`src/rtl/cbu_params.svh`:
```
// constants of the conditional branch unit: widths, flag positions, offsets
// assumes inclusion by the package, the modules of this block, its checker and its bench
`ifndef CBU_PARAMS_SVH
`define CBU_PARAMS_SVH

// datapath widths
`define CBU_PC_W        12
`define CBU_OFS_W       7
`define CBU_FLG_W       8
`define CBU_COND_W      4
`define CBU_ADDR_W      12

// status flag positions inside the flag register
`define CBU_FLG_C       0
`define CBU_FLG_Z       1
`define CBU_FLG_N       2
`define CBU_FLG_V       3
`define CBU_FLG_S       4
`define CBU_FLG_H       5
`define CBU_FLG_T       6
`define CBU_FLG_I       7

// instruction register field layout
`define CBU_INS_COND_LO 0
`define CBU_INS_COND_HI 3
`define CBU_INS_OFS_LO  4
`define CBU_INS_OFS_HI  10

// status register bit positions
`define CBU_ST_BUSY     0
`define CBU_ST_TAKEN    1
`define CBU_ST_DONE     2
`define CBU_ST_CYC_LO   4
`define CBU_ST_CYC_HI   5

// register byte offsets
`define CBU_OFF_INSTR   12'h000
`define CBU_OFF_PC      12'h004
`define CBU_OFF_FLAGS   12'h008
`define CBU_OFF_STATUS  12'h00c

// reset values and cycle counts
`define CBU_RST_PC      12'h000
`define CBU_RST_FLAGS   8'h00
`define CBU_CYC_FALL    2'h1
`define CBU_CYC_TAKEN   2'h2

`endif

```
`src/rtl/cbu_pkg.sv`:
```
// types shared by the conditional branch unit
// assumes the constants header is on the include path
`include "cbu_params.svh"

package cbu_pkg;

  // condition selected by the instruction; aliases decode alike
  typedef enum logic [`CBU_COND_W-1:0] {
    CBU_CARRY_CLEAR     = 4'h0,
    CBU_CARRY_SET       = 4'h1,
    CBU_SAME_OR_HIGHER  = 4'h2,
    CBU_LOWER_UNSIGNED  = 4'h3,
    CBU_NEGATIVE        = 4'h4,
    CBU_POSITIVE        = 4'h5,
    CBU_SIGNED_GE       = 4'h6,
    CBU_SIGNED_LT       = 4'h7,
    CBU_HALF_CARRY_SET  = 4'h8,
    CBU_HALF_CARRY_CLR  = 4'h9,
    CBU_TRANSFER_SET    = 4'ha,
    CBU_TRANSFER_CLEAR  = 4'hb,
    CBU_OVERFLOW_SET    = 4'hc,
    CBU_OVERFLOW_CLEAR  = 4'hd,
    CBU_IRQ_ENABLED     = 4'he,
    CBU_IRQ_DISABLED    = 4'hf
  } cbu_cond_t;

  // sequencer states, one-hot
  typedef enum logic [2:0] {
    CBU_ST_IDLE = 3'b001,
    CBU_ST_EVAL = 3'b010,
    CBU_ST_JUMP = 3'b100
  } cbu_state_t;

endpackage

```
`src/rtl/cbu_cond_eval.sv`:
```
// condition test of the branch unit: picks a flag or flag pair per condition
// assumes flags are stable for the evaluation cycle; purely combinational
`timescale 1ns/10ps
`include "cbu_params.svh"

module cbu_cond_eval
  import cbu_pkg::*;
(
  // condition and flags
  input  wire cbu_pkg::cbu_cond_t     cond,
  input  wire logic [`CBU_FLG_W-1:0]  flags,
  // result
  output logic                        cond_true
);

  // single flags pulled out by position
  wire c_f = flags[`CBU_FLG_C];
  wire n_f = flags[`CBU_FLG_N];
  wire v_f = flags[`CBU_FLG_V];
  wire h_f = flags[`CBU_FLG_H];
  wire t_f = flags[`CBU_FLG_T];
  wire i_f = flags[`CBU_FLG_I];
  // signed comparison term
  wire nv_f = n_f ^ v_f;

  // condition mux
  always_comb
  begin
    case (cond)
      CBU_CARRY_CLEAR:    cond_true = ~c_f;
      CBU_CARRY_SET:      cond_true = c_f;
      CBU_SAME_OR_HIGHER: cond_true = ~c_f;
      CBU_LOWER_UNSIGNED: cond_true = c_f;
      CBU_NEGATIVE:       cond_true = n_f;
      CBU_POSITIVE:       cond_true = ~n_f;
      CBU_SIGNED_GE:      cond_true = ~nv_f;
      CBU_SIGNED_LT:      cond_true = nv_f;
      CBU_HALF_CARRY_SET: cond_true = h_f;
      CBU_HALF_CARRY_CLR: cond_true = ~h_f;
      CBU_TRANSFER_SET:   cond_true = t_f;
      CBU_TRANSFER_CLEAR: cond_true = ~t_f;
      CBU_OVERFLOW_SET:   cond_true = v_f;
      CBU_OVERFLOW_CLEAR: cond_true = ~v_f;
      CBU_IRQ_ENABLED:    cond_true = i_f;
      CBU_IRQ_DISABLED:   cond_true = ~i_f;
      default:            cond_true = 1'b0;
    endcase
  end

endmodule

```
`src/rtl/cbu_target_add.sv`:
```
// branch target adder: pc plus sign-extended offset plus one
// assumes the counter wraps modulo its width
`timescale 1ns/10ps
`include "cbu_params.svh"

module cbu_target_add
(
  // operands
  input  wire logic [`CBU_PC_W-1:0]  pc,
  input  wire logic [`CBU_OFS_W-1:0] ofs,
  // results
  output logic      [`CBU_PC_W-1:0]  target,
  output logic      [`CBU_PC_W-1:0]  next_seq
);

  // offset widened with its sign bit
  wire [`CBU_PC_W-1:0] ofs_sx = {{(`CBU_PC_W-`CBU_OFS_W){ofs[`CBU_OFS_W-1]}}, ofs};
  // one, at counter width
  wire [`CBU_PC_W-1:0] one_w  = {{(`CBU_PC_W-1){1'b0}}, 1'b1};

  assign target   = pc + ofs_sx + one_w;
  assign next_seq = pc + one_w;

endmodule

```
`src/rtl/cbu_top.sv`:
```
// conditional branch unit: apb register file, sequencer, pc and flag holding
// assumes one apb master on core_clk; reset is synchronous and active high
// every apb access sees exactly one wait state; reads are captured in it
// the core side sees pc, flags and one-cycle pulses, all registered
`timescale 1ns/10ps
`include "cbu_params.svh"

module cbu_top
(
  // clock and reset
  input  wire logic                   core_clk,
  input  wire logic                   sys_rst,
  // apb slave
  input  wire logic                   psel,
  input  wire logic                   penable,
  input  wire logic                   pwrite,
  input  wire logic [`CBU_ADDR_W-1:0] paddr,
  input  wire logic [31:0]            pwdata,
  output logic                        pready,
  output logic      [31:0]            prdata,
  output logic                        pslverr,
  // core side view
  output logic      [`CBU_PC_W-1:0]   pc_out,
  output logic      [`CBU_FLG_W-1:0]  flags_out,
  output logic                        busy,
  output logic                        branch_taken,
  output logic                        step_done
);
  // package types: condition codes and sequencer states
  import cbu_pkg::*;

  // address match helper, used by every decode
  // a plain compare: registers are whole aligned words, no byte lanes
  function automatic logic reg_hit(input logic [`CBU_ADDR_W-1:0] a,
                                   input logic [`CBU_ADDR_W-1:0] off);
    reg_hit = (a == off);
  endfunction

  // sequencer state
  cbu_state_t              state_q;     // current state
  cbu_state_t              state_d;     // next state
  // architectural state
  logic [`CBU_PC_W-1:0]    pc_q;        // program counter
  logic [`CBU_PC_W-1:0]    pc_d;
  logic [`CBU_FLG_W-1:0]   flags_q;     // status flags, software owned
  logic [`CBU_FLG_W-1:0]   flags_d;
  // instruction latch
  // held from launch so the evaluation never sees a later bus write
  logic [`CBU_COND_W-1:0]  cond_q;      // condition code
  logic [`CBU_OFS_W-1:0]   ofs_q;       // signed offset
  // status
  // busy, taken, done and cycle count form the status word
  logic                    busy_q;      // branch in flight
  logic                    taken_q;     // last branch was taken
  logic                    done_q;      // sticky completion flag
  logic [1:0]              cyc_q;       // cycles of the last branch
  logic                    taken_p_q;   // one-cycle taken pulse
  logic                    done_p_q;    // one-cycle done pulse
  // apb answer
  // these stand for the completing cycle only
  logic                    pready_q;
  logic [31:0]             prdata_q;
  logic                    pslverr_q;

  // evaluator and adder results
  // both come from combinational submodules
  logic                    cond_true;
  logic [`CBU_PC_W-1:0]    target;
  logic [`CBU_PC_W-1:0]    next_seq;

  // state decode
  // one-hot, so each compare needs a single bit
  wire st_idle = (state_q == CBU_ST_IDLE);
  wire st_eval = (state_q == CBU_ST_EVAL);
  wire st_jump = (state_q == CBU_ST_JUMP);

  // address decode
  // only the four word offsets answer; any other address is an error
  wire hit_instr  = reg_hit(paddr, `CBU_OFF_INSTR);
  wire hit_pc     = reg_hit(paddr, `CBU_OFF_PC);
  wire hit_flags  = reg_hit(paddr, `CBU_OFF_FLAGS);
  wire hit_status = reg_hit(paddr, `CBU_OFF_STATUS);
  wire hit_any    = hit_instr | hit_pc | hit_flags | hit_status;

  // apb phases: wait is the first access cycle, fin the completing edge
  // pready_q doubles as the phase marker: low in the first access cycle,
  // high in the second, so no separate phase register is needed
  wire apb_wait = psel & penable & ~pready_q;
  wire apb_fin  = psel & penable & pready_q;
  // a write lands only at the completing edge, and only without an error
  wire wr_ok    = apb_fin & pwrite & ~pslverr_q;

  // instruction, pc and flag writes are refused while a branch is in flight
  // a pc or flag write mid-branch would corrupt the target or the test
  wire wr_locked = pwrite & ~st_idle & (hit_instr | hit_pc | hit_flags);
  // unmapped reads are refused as well, with zero data
  wire acc_err   = ~hit_any | wr_locked;

  // individual write strobes
  wire wr_instr  = wr_ok & hit_instr;
  wire wr_pc     = wr_ok & hit_pc;
  wire wr_flags  = wr_ok & hit_flags;
  wire wr_status = wr_ok & hit_status;

  // done flag clear: write one to its bit in status
  // the clear only acts on a completing, error-free status write
  wire done_clr = wr_status & pwdata[`CBU_ST_DONE];
  // branch finishes in eval when not taken, in jump when taken
  wire fin_fall  = st_eval & ~cond_true;
  wire fin_taken = st_jump;
  // fin_any marks the last cycle of every branch, taken or not
  wire fin_any   = fin_fall | fin_taken;

  // read-back words
  // unused bits read as zero so software may compare whole words
  wire [31:0] rd_instr  = {{(32-`CBU_INS_OFS_HI-1){1'b0}}, ofs_q, cond_q};
  wire [31:0] rd_pc     = {{(32-`CBU_PC_W){1'b0}}, pc_q};
  wire [31:0] rd_flags  = {{(32-`CBU_FLG_W){1'b0}}, flags_q};
  wire [31:0] rd_status = {{(32-`CBU_ST_CYC_HI-1){1'b0}}, cyc_q, 1'b0,
                           done_q, taken_q, busy_q};
  // read mux, zero for unmapped addresses
  wire [31:0] rd_mux = hit_instr  ? rd_instr  :
                       hit_pc     ? rd_pc     :
                       hit_flags  ? rd_flags  :
                       hit_status ? rd_status : 32'h0000_0000;

  // condition test on the latched code and current flags
  // the cast is safe: every four-bit code names a condition
  cbu_cond_eval u_cond
  (
    .cond      (cbu_cond_t'(cond_q)),
    .flags     (flags_q),
    .cond_true (cond_true)
  );

  // target and sequential addresses
  // both sums are formed every cycle; the finish picks one
  cbu_target_add u_add
  (
    .pc       (pc_q),
    .ofs      (ofs_q),
    .target   (target),
    .next_seq (next_seq)
  );

  // next state: launch, evaluate, optional second cycle
  // idle waits for a launch; eval is the first cycle of every branch
  // jump is the extra cycle that a taken branch costs
  always_comb
  begin
    state_d = state_q;
    case (state_q)
      CBU_ST_IDLE:
      begin
        // instruction write starts a branch
        if (wr_instr)
          state_d = CBU_ST_EVAL;
      end
      CBU_ST_EVAL:
      begin
        // taken branches spend a second cycle
        if (cond_true)
          state_d = CBU_ST_JUMP;
        else
          state_d = CBU_ST_IDLE;
      end
      // second cycle of a taken branch, always back to idle
      CBU_ST_JUMP:
        state_d = CBU_ST_IDLE;
      // unreachable codes fall back to idle
      default:
        state_d = CBU_ST_IDLE;
    endcase
  end

  // next pc: software load, fall through or jump
  // a load and a finish never meet: pc writes are refused while busy
  // targets wrap modulo the counter width
  always_comb
  begin
    pc_d = pc_q;
    if (wr_pc)
      pc_d = pwdata[`CBU_PC_W-1:0];
    else if (fin_fall)
      pc_d = next_seq;
    else if (fin_taken)
      pc_d = target;
  end

  // next flags: only software writes them, branches never do
  // here the flags are only an input to the condition test
  always_comb
  begin
    flags_d = flags_q;
    if (wr_flags)
      flags_d = pwdata[`CBU_FLG_W-1:0];
  end

  // sequencer register
  // synchronous reset returns to idle; no branch survives a reset
  always_ff @(posedge core_clk)
  begin
    if (sys_rst)
      state_q <= CBU_ST_IDLE;
    else
      state_q <= state_d;
  end

  // pc and flags registers
  // reset values come from the constants header
  always_ff @(posedge core_clk)
  begin
    if (sys_rst)
    begin
      pc_q    <= `CBU_RST_PC;
      flags_q <= `CBU_RST_FLAGS;
    end
    else
    begin
      pc_q    <= pc_d;
      flags_q <= flags_d;
    end
  end

  // instruction latch, loaded only on launch
  // a refused instruction write leaves the previous code in place
  always_ff @(posedge core_clk)
  begin
    if (sys_rst)
    begin
      cond_q <= {`CBU_COND_W{1'b0}};
      ofs_q  <= {`CBU_OFS_W{1'b0}};
    end
    else if (wr_instr)
    begin
      cond_q <= pwdata[`CBU_INS_COND_HI:`CBU_INS_COND_LO];
      ofs_q  <= pwdata[`CBU_INS_OFS_HI:`CBU_INS_OFS_LO];
    end
  end

  // busy follows launch and finish
  // launch and finish cannot meet, since launches are refused while busy
  always_ff @(posedge core_clk)
  begin
    if (sys_rst)
      busy_q <= 1'b0;
    else if (wr_instr)
      busy_q <= 1'b1;
    else if (fin_any)
      busy_q <= 1'b0;
  end

  // outcome and cycle count of the last branch
  // these stay readable until the next branch overwrites them
  // the cycle count is what software reads to see the branch cost
  always_ff @(posedge core_clk)
  begin
    if (sys_rst)
    begin
      taken_q <= 1'b0;
      cyc_q   <= 2'h0;
    end
    else if (fin_fall)
    begin
      taken_q <= 1'b0;
      cyc_q   <= `CBU_CYC_FALL;
    end
    else if (fin_taken)
    begin
      taken_q <= 1'b1;
      cyc_q   <= `CBU_CYC_TAKEN;
    end
  end

  // sticky done: a finish in the clearing cycle wins
  // software clears it by writing one to its bit
  always_ff @(posedge core_clk)
  begin
    if (sys_rst)
      done_q <= 1'b0;
    else if (fin_any)
      done_q <= 1'b1;
    else if (done_clr)
      done_q <= 1'b0;
  end

  // one-cycle pulses toward the core
  // delayed one cycle so they line up with the pc already loaded
  always_ff @(posedge core_clk)
  begin
    if (sys_rst)
    begin
      taken_p_q <= 1'b0;
      done_p_q  <= 1'b0;
    end
    else
    begin
      taken_p_q <= fin_taken;
      done_p_q  <= fin_any;
    end
  end

  // apb ready: one wait cycle, then high for the completing edge
  // never high two cycles running, so back-to-back accesses stay apart
  always_ff @(posedge core_clk)
  begin
    if (sys_rst)
      pready_q <= 1'b0;
    else if (apb_wait)
      pready_q <= 1'b1;
    else
      pready_q <= 1'b0;
  end

  // apb read data and error, captured in the wait cycle
  // writes return zero data; the completing edge clears data and error
  always_ff @(posedge core_clk)
  begin
    if (sys_rst)
    begin
      prdata_q  <= 32'h0000_0000;
      pslverr_q <= 1'b0;
    end
    else if (apb_wait)
    begin
      prdata_q  <= pwrite ? 32'h0000_0000 : rd_mux;
      pslverr_q <= acc_err;
    end
    else if (apb_fin)
    begin
      prdata_q  <= 32'h0000_0000;
      pslverr_q <= 1'b0;
    end
  end

  // outputs, all from flip-flops
  // plain wires from registers, nothing combinational reaches a port
  assign pready       = pready_q;
  assign prdata       = prdata_q;
  assign pslverr      = pslverr_q;
  assign pc_out       = pc_q;
  assign flags_out    = flags_q;
  assign busy         = busy_q;
  assign branch_taken = taken_p_q;
  assign step_done    = done_p_q;

endmodule

```
`config.mk`:
```
export PLATFORM = sky130hd
export DESIGN_NAME = cbu_top
export DESIGN_NICKNAME = d
export VERILOG_FILES = /design/src/rtl/cbu_pkg.sv /design/src/rtl/cbu_cond_eval.sv /design/src/rtl/cbu_target_add.sv /design/src/rtl/cbu_top.sv
export VERILOG_INCLUDE_DIRS = /design/src /design/src/rtl
export SDC_FILE = /design/constraint.sdc
export NUM_CORES = 1
export LEC_CHECK = 0
export ABC_CLOCK_PERIOD_IN_PS = 3350
export BUFFER_PORTS_ARGS = -buffer_cell sky130_fd_sc_hd__buf_4
export CORE_UTILIZATION = 50
export CTS_CLUSTER_DIAMETER = 40
export DETAILED_ROUTE_END_ITERATION = 7
export PLACE_DENSITY_LB_ADDON = 0.2
export SYNTH_ARGS = -nofsm -noshare
export SYNTH_HDL_FRONTEND = slang
export SYNTH_SLANG_ARGS = --single-unit
export TNS_END_PERCENT = 100
```
`constraint.sdc`:
```
create_clock -name core_clk -period 3.35 [get_ports core_clk]
set_input_delay 0.335 -clock core_clk [delete_from_list [all_inputs] [get_ports core_clk]]
set_output_delay 0.335 -clock core_clk [all_outputs]
set_load 0.005 [all_outputs]
```
==> results of run 1 <==
stage by stage:
stage,cell area [µm²],total power [µW],util (%),instances
after detailed placement,3760,729,59.5,526
final,3870,1160,61.2,534
after CTS,3870,1160,61.2,534
after global routing,3870,1190,61.2,534
after global placement,3760,729,59.5,526
after floorplan,3340,709,-,416
power breakdown:
group          internal [µW]  switching (µW)  total, µW  leakage (µW)
registers                643            1.44        644      0.000435
logic                   30.1            41.2       71.3       0.00123
clock network            223             219        443     0.0000514
layout by cell type, fill, tap and decap left out, drive strengths merged, types with 4 or more instances in the layout:
master | synthesis | routed
buf | 22 | 73
nor2 | 56 | 56
dfxtp | 54 | 54
o21ai | 24 | 24
nand2 | 23 | 23
a21oi | 23 | 23
mux2i | 22 | 22
conb | 1 | 20
ha | 12 | 12
inv | 11 | 11
nand3 | 11 | 11
nor4 | 8 | 8
nor3 | 7 | 7
nor2b | 7 | 7
mux2 | 6 | 6
a22oi | 6 | 6
clkbuf | 18 | 6
nand2b | 5 | 5
a211oi | 5 | 5
a311oi | 5 | 5
a31oi | 4 | 4
or3 | 4 | 4
nand3b | 4 | 4
and3 | 4 | 4
xnor2 | 4 | 4
o22ai | 4 | 4
xor2 | 4 | 4
worst max-delay path, delay by kind of cell, from the launching register on:
family	cells	cell delay (ns)
AO/OA/AOI/OAI	3	0.77
buffers and inverters	1	0.20
flip-flops	1	0.47
multiplexers	2	0.75
AND/OR/NAND/NOR	2	0.49
state kept, by name, summed over array words and instances, names as in the netlist:
signal / cells
done_q: 1
ofs_q: 7
pready: 1
cond_q: 4
branch_taken: 1
flags_out: 8
prdata: 12
step_done: 1
state_q: 3
pslverr: 1
busy: 1
cyc_q: 2
pc_out: 12
worst min-delay path by stage:
stage                from       end  slack (ns)  cells past startpoint
2_1_floorplan    cyc_q[0]  cyc_q[0]        0.43                      2
3_3_place_gp     cyc_q[0]  cyc_q[0]        0.44                      2
3_5_place_dp     cyc_q[0]  cyc_q[0]        0.45                      2
4_1_cts         pwdata[8]  ofs_q[4]        0.27                      3
5_1_grt        pwdata[10]  ofs_q[6]        0.28                      3
6_report       pwdata[10]  ofs_q[6]        0.26                      3
per-layer routing:
layer  vias to the layer above  part of all wire (%)  GRT usage (%)  routed length [µm]
li1                       1521                     -              -                   -
met4                         0                   1.2           6.43                 104
met5                         -                     0              0                   0
met1                      1537                    43           33.5                3760
met2                        97                    49           43.4                4280
met3                         9                   5.9           3.78                 512
layout make-up:
| cell class | instances | area (µm²) |
|---|---|---|
| multi-input cells | 311 | 1990 |
| clock buffers | 6 | 72.6 |
| well taps | 77 | 96.3 |
| inverters | 11 | 41.3 |
| clock inverters | 2 | 37.5 |
| repair buffers | 73 | 548 |
| flip-flops and latches | 54 | 1080 |
| fillers | 588 | 2450 |
cell families after synthesis:
group / count (synthesis) / synth area share [%]
AOI/OAI and AO/OA: 93 / 18.4
xor gates and xnor gates: 8 / 2.15
DFF: 54 / 33.1
and+or+nand+nor: 146 / 22.0
buffers and inverters: 51 / 8.16
other: 1 / 0.115
muxes: 31 / 10.9
adders and majority gates: 13 / 5.21
==> run metrics, run 1 <==
final period utilization=82.7%; Hold-fix buffers, CTS=0; Synth warnings=0; CTS Buf Count=5; Max-Cap Viols=0; Area Overhead vs Synth=18.4%; final-report hold violation count=0; Synth top area share=33.1%; # diodes=0; Slew Viols, Final=0; reg-to-reg slack, setup=~0.58 ns; Gates resized, CTS repair=0; slew margin rel.=about three fifths; Clock Skew=between 0.007 and 0.008 ns; Core Area=0.00631 mm²; WL final=8650 µm; worst hold path class=input pin to flip-flop; Max Root-Sink Buffers=2; global-route wire length before repair=around 14000 µm; largest area contributor in the netlist=dfxtp_1; Worst Path Arrival=2.99 ns; Placer Congestion=approximately 0.91; GR Overflow Total=0; Die Width=between 80 and 90 µm; Synth Flop Type=dfxtp_1; Initial DRT Pass Iterations=4; most common cell in the netlist=nor2_1; initial antenna violation count=0; CP max-delay cell=dfxtp_1; Clk pin slew, worst setup/hold paths=0.10 ns; Place WS=about 0.6 ns; Post-DP HPWL=approximately 6400 µm; layout cells sized above 1=19.9%; most used cell along the critical path=mux2_2; Yosys cell types=55; DIE AREA=0.00686 mm²; Clk Latency, worst-skew pair=0.31 ns; ys async rst share=0%; PwrDens=around 300 mW/mm²; I/O pin cnt=106; Hold WS=roughly 0.26 ns; H-tree lvl count=2; Leak=0.00172 µW; critical path launch point=cond_q[1]; largest net degree at the start of global routing=51; r2r endpoint=pc_out[2]; R2R depth=8; # clock sinks=54; fin worst setup slack=0.579 ns; CP Capture Type=flip-flop; vias in the first global route=2941; post-synthesis register bit count=54; crit-path max FO=11; Synth area leaders=dfxtp_1, mux2i_1, nor2_1; DR iter-0 viols=194; All-Layer GR Usage=25.4%; register area share after synthesis=33.1%; PortBufs=65; EDFF count, synth=0; Worst Setup Start Kind=flip-flop; worst setup path end=pc_out[2]; Total Neg Setup Slack=0 ns; DRC violations left=0; Vias=3164; Routed Antenna Nets=0; height of the die=82.8 µm; nets@finish=518; standard-cell rows=29; routed wire length per instance=16.2 µm; worst slew pin tran=0.592 ns; final setup violation count=0; CTS tree=done; FMAX=361 MHz; crit path kind=flip-flop to flip-flop; Netlist Area Pre-Place=0.00327 mm²; vias per cell=5.93; top cells by count, synth=nor2_1, dfxtp_1, a21oi_1, nand2_1, o21ai_0; Crit path largest cell delay=0.47 ns; Critical Path, Cell by Cell=mux2_2, a221oi_1, mux2_2, or2_2, nor2_1, buf_4, o21ai_0, a311oi_1; Mapped Cells=slightly below 400; WP data required=approximately 3.6 ns; Initial Utilization=51.7%; maximum VDD drop=0.000214 V; Setup Buffers After CTS=0; worst reg2reg path startpoint=cond_q[1]; clock period minus worst slack=2.77 ns; CTS root buffer=clkbuf_8; run status=finished clean; setup repair after global routing missed its margin=false; Synth Area per Inst=slightly above 8 µm²
No activity file was read; power rests on OpenSTA's default activity.
==> run 2: changes to the inputs <==
ABC_CLOCK_PERIOD_IN_PS = 2350   (was 3350)
CORE_UTILIZATION = 46   (was 50)
clock period = 2.35 ns   (was 3.35 ns; I/O delays follow)
==> run 2 against run 1 <==
  * Worst setup slack got worse by 0.46 ns
  * Clock skew grew 0.0028 ns
  * Sequential power increased by 43%
  * Critical path depth fell by 1
  * Critical path type unchanged
==> run metrics, run 2 (synthesized netlist as in run 1, its figures left out) <==
Leak=0.00190 µW (+11%); Initial DRT Pass Iterations=4 (unchanged); WL final=9410 µm (+8.8%); worst hold path class=input pin to flip-flop; nets@finish=549 (+6.0%); # fillers=621 (+5.6%); CTS root buffer=clkbuf_8; All-Layer GR Usage=26.0% (+0.64 points); PwrDens=371 mW/mm² (+24%); # diodes=0 (unchanged); Hold WS=0.159 ns (-0.106 ns); final period utilization=95.1% (+12 points); worst slew pin tran=0.536 ns (-0.0562 ns); crit path kind=flip-flop to flip-flop; Placer Congestion=0.887 (-2.8%); vias in the first global route=3103 (+5.5%); maximum VDD drop=0.000223 V (+4.1%); PortBufs=65 (unchanged); run status=finished clean; Max-Cap Viols=0 (unchanged); Vias=3293 (+4.1%); clock period minus worst slack=2.24 ns (-0.535 ns); commonest cells after routing, fill and taps aside=buf_4, nor2_1, dfxtp_1; Clock Skew=0.0100 ns (+0.00281 ns); standard-cell rows=30 (+3.4%); final instance area=0.00426 mm² (+10%); Area Overhead vs Synth=30.4%; CTS tree=done; largest net degree at the start of global routing=51 (unchanged); Routed Antenna Nets=0 (unchanged); layout cells sized above 1=29.7% (+9.8 points); GR Overflow Total=0 (unchanged); height of the die=86.3 µm (+4.2%); global-route wire length before repair=15200 µm (+6.4%); DR iter-0 viols=206 (+6.2%); vias per cell=5.64 (-4.8%); DIE AREA=0.00744 mm² (+8.5%); initial antenna violation count=0 (unchanged); Max Root-Sink Buffers=2 (unchanged); fin worst setup slack=0.114 ns (-0.465 ns); Worst Setup Start Kind=flip-flop; Worst Path Arrival=2.42 ns (-0.57 ns); Slew Viols, Final=0 (unchanged); DRC violations left=0 (unchanged); Clk Latency, worst-skew pair=0.32 ns (about the same); routed wire length per instance=16.1 µm (-0.54%); final-report hold violation count=0 (unchanged); Clk pin slew, worst setup/hold paths=0.10 ns (about the same); Util after Layout=62.3% (+1.1 points); Die Width=86.3 µm (+4.2%); Post-DP HPWL=7010 µm (+9.5%); final setup violation count=0 (unchanged); FMAX=447 MHz (+24%); Core Area=0.00683 mm² (+8.2%); Place WS=-0.121 ns (-0.730 ns); CP Capture Type=flip-flop; crit-path max FO=7 (-4); Hold-fix buffers, CTS=0 (unchanged); most common cell after layout, fill and taps aside=buf_4; H-tree lvl count=2 (unchanged); cell area after placement=0.00402 mm² (+7.0%); I/O pin cnt=106 (unchanged); # clock sinks=54 (unchanged); slew margin rel.=64.3% (+3.8 points); Initial Utilization=47.8% (-3.9 points); CTS Buf Count=5 (unchanged); WP data required=2.54 ns (-1.03 ns)
==> run 2: power breakdown <==
part / total [µW] / internal, µW / switching [µW]
clock network: 552 / 239 / 313
registers: 918 / 916 / 2.12
logic: 112 / 47.2 / 64.6
total: 1580 / 1200 / 379
==> run 2: layout make-up <==
type	count	area (µm²)	area share, %
Timing Repair Buffer	104	786	18.5
Clock inverter	1	5.00	0.118
Inverter	11	41.3	0.970
Multi-Input combinational cell	311	2130	50.1
Sequential cell	54	1080	25.5
Tap cell	96	120	2.82
Clock buffer	7	86.3	2.03
==> run 2: path summary, 6_finish.rpt <==
| path | from | endpoint | slack [ns] | depth (start not counted) |
|---|---|---|---|---|
| worst max register to register | cond_q[1] | pc_out[1] | 0.11 | 7 |
| worst min register to register | prdata[1] | prdata[1] | 0.46 | 2 |
| worst min-delay path | pwdata[10] | ofs_q[6] | 0.16 | 3 |
| worst max-delay path | cond_q[1] | pc_out[1] | 0.11 | 7 |
==> run 2: worst max-delay path: stages (launching register included) <==
cell	delay (ns)
dfxtp_2	0.35
mux2_4	0.31
a221oi_4	0.32
mux2_4	0.35
or2_4	0.28
buf_4	0.18
a221oi_2	0.26
nor3_1	0.07
==> run 2: per-stage QoR <==
stage | power (µW) | instances | setup TNS (ns)
floorplan | 1010 | 416 | -0.200
global placement | 1050 | 573 | -0.124
detailed placement | 1050 | 573 | -0.190
CTS | 1590 | 584 | -0.0134
global route | 1630 | 584 | -0.00141
finish | 1580 | 584 | 0
==> run 2: repair_timing <==
action | 4_1_cts | 5_1_grt
pin swaps | 3 | 9
endpoints found under the hold margin | 0 | 0
resized for setup | 10 | 21
cloned | 1 | 0
endpoints found under the setup margin | 5 | 12
setup buffers | 2 | 0
==> run 2: routing by layer <==
metal | global-route usage (%) | share of wire [%] | up-vias
li1 | - | - | 1580
met2 | 43.4 | 47 | 119
met1 | 34.3 | 45 | 1574
met3 | 4.67 | 6.0 | 20
met4 | 8.03 | 2.0 | 0
met5 | 0 | 0 | -
==> run 3: changes to the inputs <==
ABC_AREA = 1   (was default)
ABC_CLOCK_PERIOD_IN_PS = 1870   (was 2350)
CORE_UTILIZATION = 47   (was 46)
CTS_CLUSTER_SIZE = 24   (was default)
clock period = 1.87 ns   (was 2.35 ns; I/O delays follow)
==> run 3 against run 2 <==
  * Synthesized cell count grew 38%
  * Clock power increased by 76%
  * Die area is 7.7% higher
  * Cell area increased by 7.4%
  * Global-route usage shrank 0.36 points
  * Via count grew 16%
  * Sequential power rose by 25%
  * Cell count increased by 26%
  * Sequential share of layout area decreased by 1.7 points
  * Largest cell class unchanged
==> run metrics, run 3 <==
Place WS=0.00389 ns (+0.125 ns); # fillers=720 (+16%); I/O pin cnt=106 (unchanged); nets@finish=700 (+28%); Routed Antenna Nets=0 (unchanged); CP max-delay cell=fa_2; DRC violations left=0 (unchanged); initial antenna violation count=0 (unchanged); PwrDens=492 mW/mm² (+32%); Clock Skew=0.0138 ns (+0.00382 ns); Mapped Cells=549 (+38%); FMAX=551 MHz (+23%); Yosys cell types=37 (-33%); slew margin rel.=58.8% (-5.5 points); Total Neg Setup Slack=0 ns (unchanged); Max Root-Sink Buffers=2 (unchanged); H-tree lvl count=2 (unchanged); most common cell in the netlist=nand2_1; WP data required=2.08 ns (-0.46 ns); Placer Congestion=0.864 (-2.6%); global-route wire length before repair=15800 µm (+4.1%); vias in the first global route=3385 (+9.1%); Slew Viols, Final=0 (unchanged); vias per cell=5.16 (-8.4%); final instance area=0.00457 mm² (+7.4%); largest area contributor in the netlist=dfxtp_1; cell area after placement=0.00429 mm² (+6.8%); post-synthesis register bit count=54 (unchanged); final-report hold violation count=0 (unchanged); Power, Total=2250 µW (+42%); standard-cell rows=31 (+3.3%); final period utilization=97.0% (+1.9 points); GR Overflow Total=0 (unchanged); ys async rst share=0% (unchanged); Clk pin slew, worst setup/hold paths=0.11 ns (about the same); Register Area=0.00109 mm² (+0.35%); post-synthesis mux area share=0% (-11 points); height of the die=89.5 µm (+3.8%); crit-path max FO=3 (-4); most used cell along the critical path=a21oi_1; Initial Utilization=49.1% (+1.3 points); crit path kind=flip-flop to flip-flop; cell family contributing the most delay on the critical path=adder cells; DR iter-0 viols=206 (unchanged); Die Width=89.5 µm (+3.8%); CTS tree=done; area of the multi-input gates=0.00220 mm² (+3.0%); EDFF count, synth=0 (unchanged); # clock sinks=54 (unchanged); worst hold path class=input pin to flip-flop; Worst Path Arrival=2.03 ns (-0.39 ns); largest family of logic cells by synthesized area=simple AND/OR/NAND/NOR gates; Buf/Inv on CP=1 (unchanged); maximum VDD drop=0.000371 V (+66%); setup repair after global routing missed its margin=true; Synth Area in Compound Gates=13.9% (-4.5 points); run status=finished clean; Max-Cap Viols=0 (unchanged); DIE AREA=0.00801 mm² (+7.7%); routed wire length per instance=13.4 µm (-17%); placed cells=726 (+27%); fin worst setup slack=0.0559 ns (-0.0585 ns); commonest cells after routing, fill and taps aside=nand2_1, buf_4, inv_1; CP Capture Type=flip-flop; # diodes=0 (unchanged); register area share after synthesis=30.0% (-3.1 points); All-Layer GR Usage=25.7% (-0.36 points); Synth area leaders=dfxtp_1, nand2_1, a21oi_1; Vias=3810 (+16%); Synth warnings=0 (unchanged); Area Overhead vs Synth=27.1%; Synth Flop Type=dfxtp_1; Worst Setup Start Kind=flip-flop; Post-DP HPWL=7680 µm (+9.6%); XOR/XNOR share of the synthesized area=3.89% (+1.7 points); layout cells sized above 1=24.4% (-5.3 points); CTS root buffer=clkbuf_8; final cell count without fillers=738 (+26%); Netlist Area Pre-Place=0.00360 mm² (+10%); Clk Latency, worst-skew pair=0.31 ns (about the same); Initial DRT Pass Iterations=5 (+1); simple-gate share of the synthesized area=33.5% (+12 points); clock period minus worst slack=1.81 ns (-0.422 ns); largest net degree at the start of global routing=32 (-37%); top cells by count, synth=nand2_1, inv_1, nor2_1; Critical Path, Cell by Cell=inv_4, ha_4, fa_2, o21ai_2, nand2_1, nand2_2, a21oi_1, xnor2_1, a21oi_1, nor2_1; worst slew pin tran=0.617 ns (+0.0811 ns); Synth top area share=30.0% (-3.1 points); PortBufs=65 (unchanged); WL final=9900 µm (+5.2%); post-synthesis adder-cell area fraction=4.73% (-0.48 points); Synth Area per Inst=6.56 µm² (-20%); CTS Buf Count=5 (unchanged); Leak=0.00211 µW (+11%); most common cell after layout, fill and taps aside=nand2_1; Core Area=0.00733 mm² (+7.3%); final setup violation count=0 (unchanged); Crit path largest cell delay=0.41 ns (+0.06 ns)
==> run 3: cell count changes in the layout (fill, tap and decap cells not counted), moves of 6 or more <==
cell | previous run | this run
xor2_1 | 4 | 13
a22oi_1 | 6 | 0
nand2_1 | 23 | 124
nand4_1 | 3 | 11
inv_2 | 0 | 6
nand3_1 | 11 | 45
inv_1 | 11 | 60
ha_1 | 12 | 6
a21oi_1 | 23 | 47
mux2i_1 | 20 | 0
nand2_2 | 0 | 9
nor2b_1 | 6 | 0
==> run 3: cell families after synthesis <==
kind of cell	Yosys count
other cells	1
xor+xnor	16
flops	54
buf+inv	105
fa+ha+maj	13
compound gates	92
simple gates	268
==> run 3: through the flow <==
step                      utilization, %  hold slack, ns
after floorplan                        -           0.260
after global placement              58.5           0.443
after detailed placement            58.5           0.450
after CTS                           60.5           0.169
after global routing                62.4           0.164
final                               62.4           0.172
==> run 3: final timing paths <==
path              from         to  slack [ns]  depth (start not counted)
max           ofs_q[0]  pc_out[8]        0.06                         10
max reg2reg   ofs_q[0]  pc_out[8]        0.06                         10
min          pwdata[8]   ofs_q[4]        0.17                          3
min reg2reg   cyc_q[1]   cyc_q[1]        0.47                          2
==> run 3: area by class of cell <==
type                       count  area share, %
clock buffer                   6           1.81
clock inverter                 2           1.31
inverter                      68           5.63
multi-input combinational    409           48.1
sequential                    54           23.8
tap                           99           2.71
timing repair buffer         100           16.7
==> run 3: power breakdown <==
| part | total [µW] | switching (µW) | internal [µW] |
|---|---|---|---|
| Combinational | 126 | 70.4 | 55.9 |
| Sequential | 1150 | 1.75 | 1150 |
| Clock | 970 | 399 | 571 |
| Total | 2250 | 471 | 1780 |
==> run 3: repair_timing <==
action,in CTS,in global routing
resized for setup,1,23
endpoints found under the hold margin,0,0
setup buffers,0,4
hold buffers,0,0
pin swaps,0,13
setup endpoints to repair,3,8
==> run 3: worst min-delay path, stage by stage <==
cell and delay (ns):
buf_4 0.09, o21ai_0 0.08, a21oi_1 0.10
==> run 3: per-layer routing <==
layer | track usage (%) | up-vias | part of all wire (%)
met5 | 0 | - | 0
met4 | 6.06 | 0 | 1.9
li1 | - | 1919 | -
met3 | 3.60 | 18 | 4.8
met2 | 42.4 | 124 | 47
met1 | 35.4 | 1749 | 46
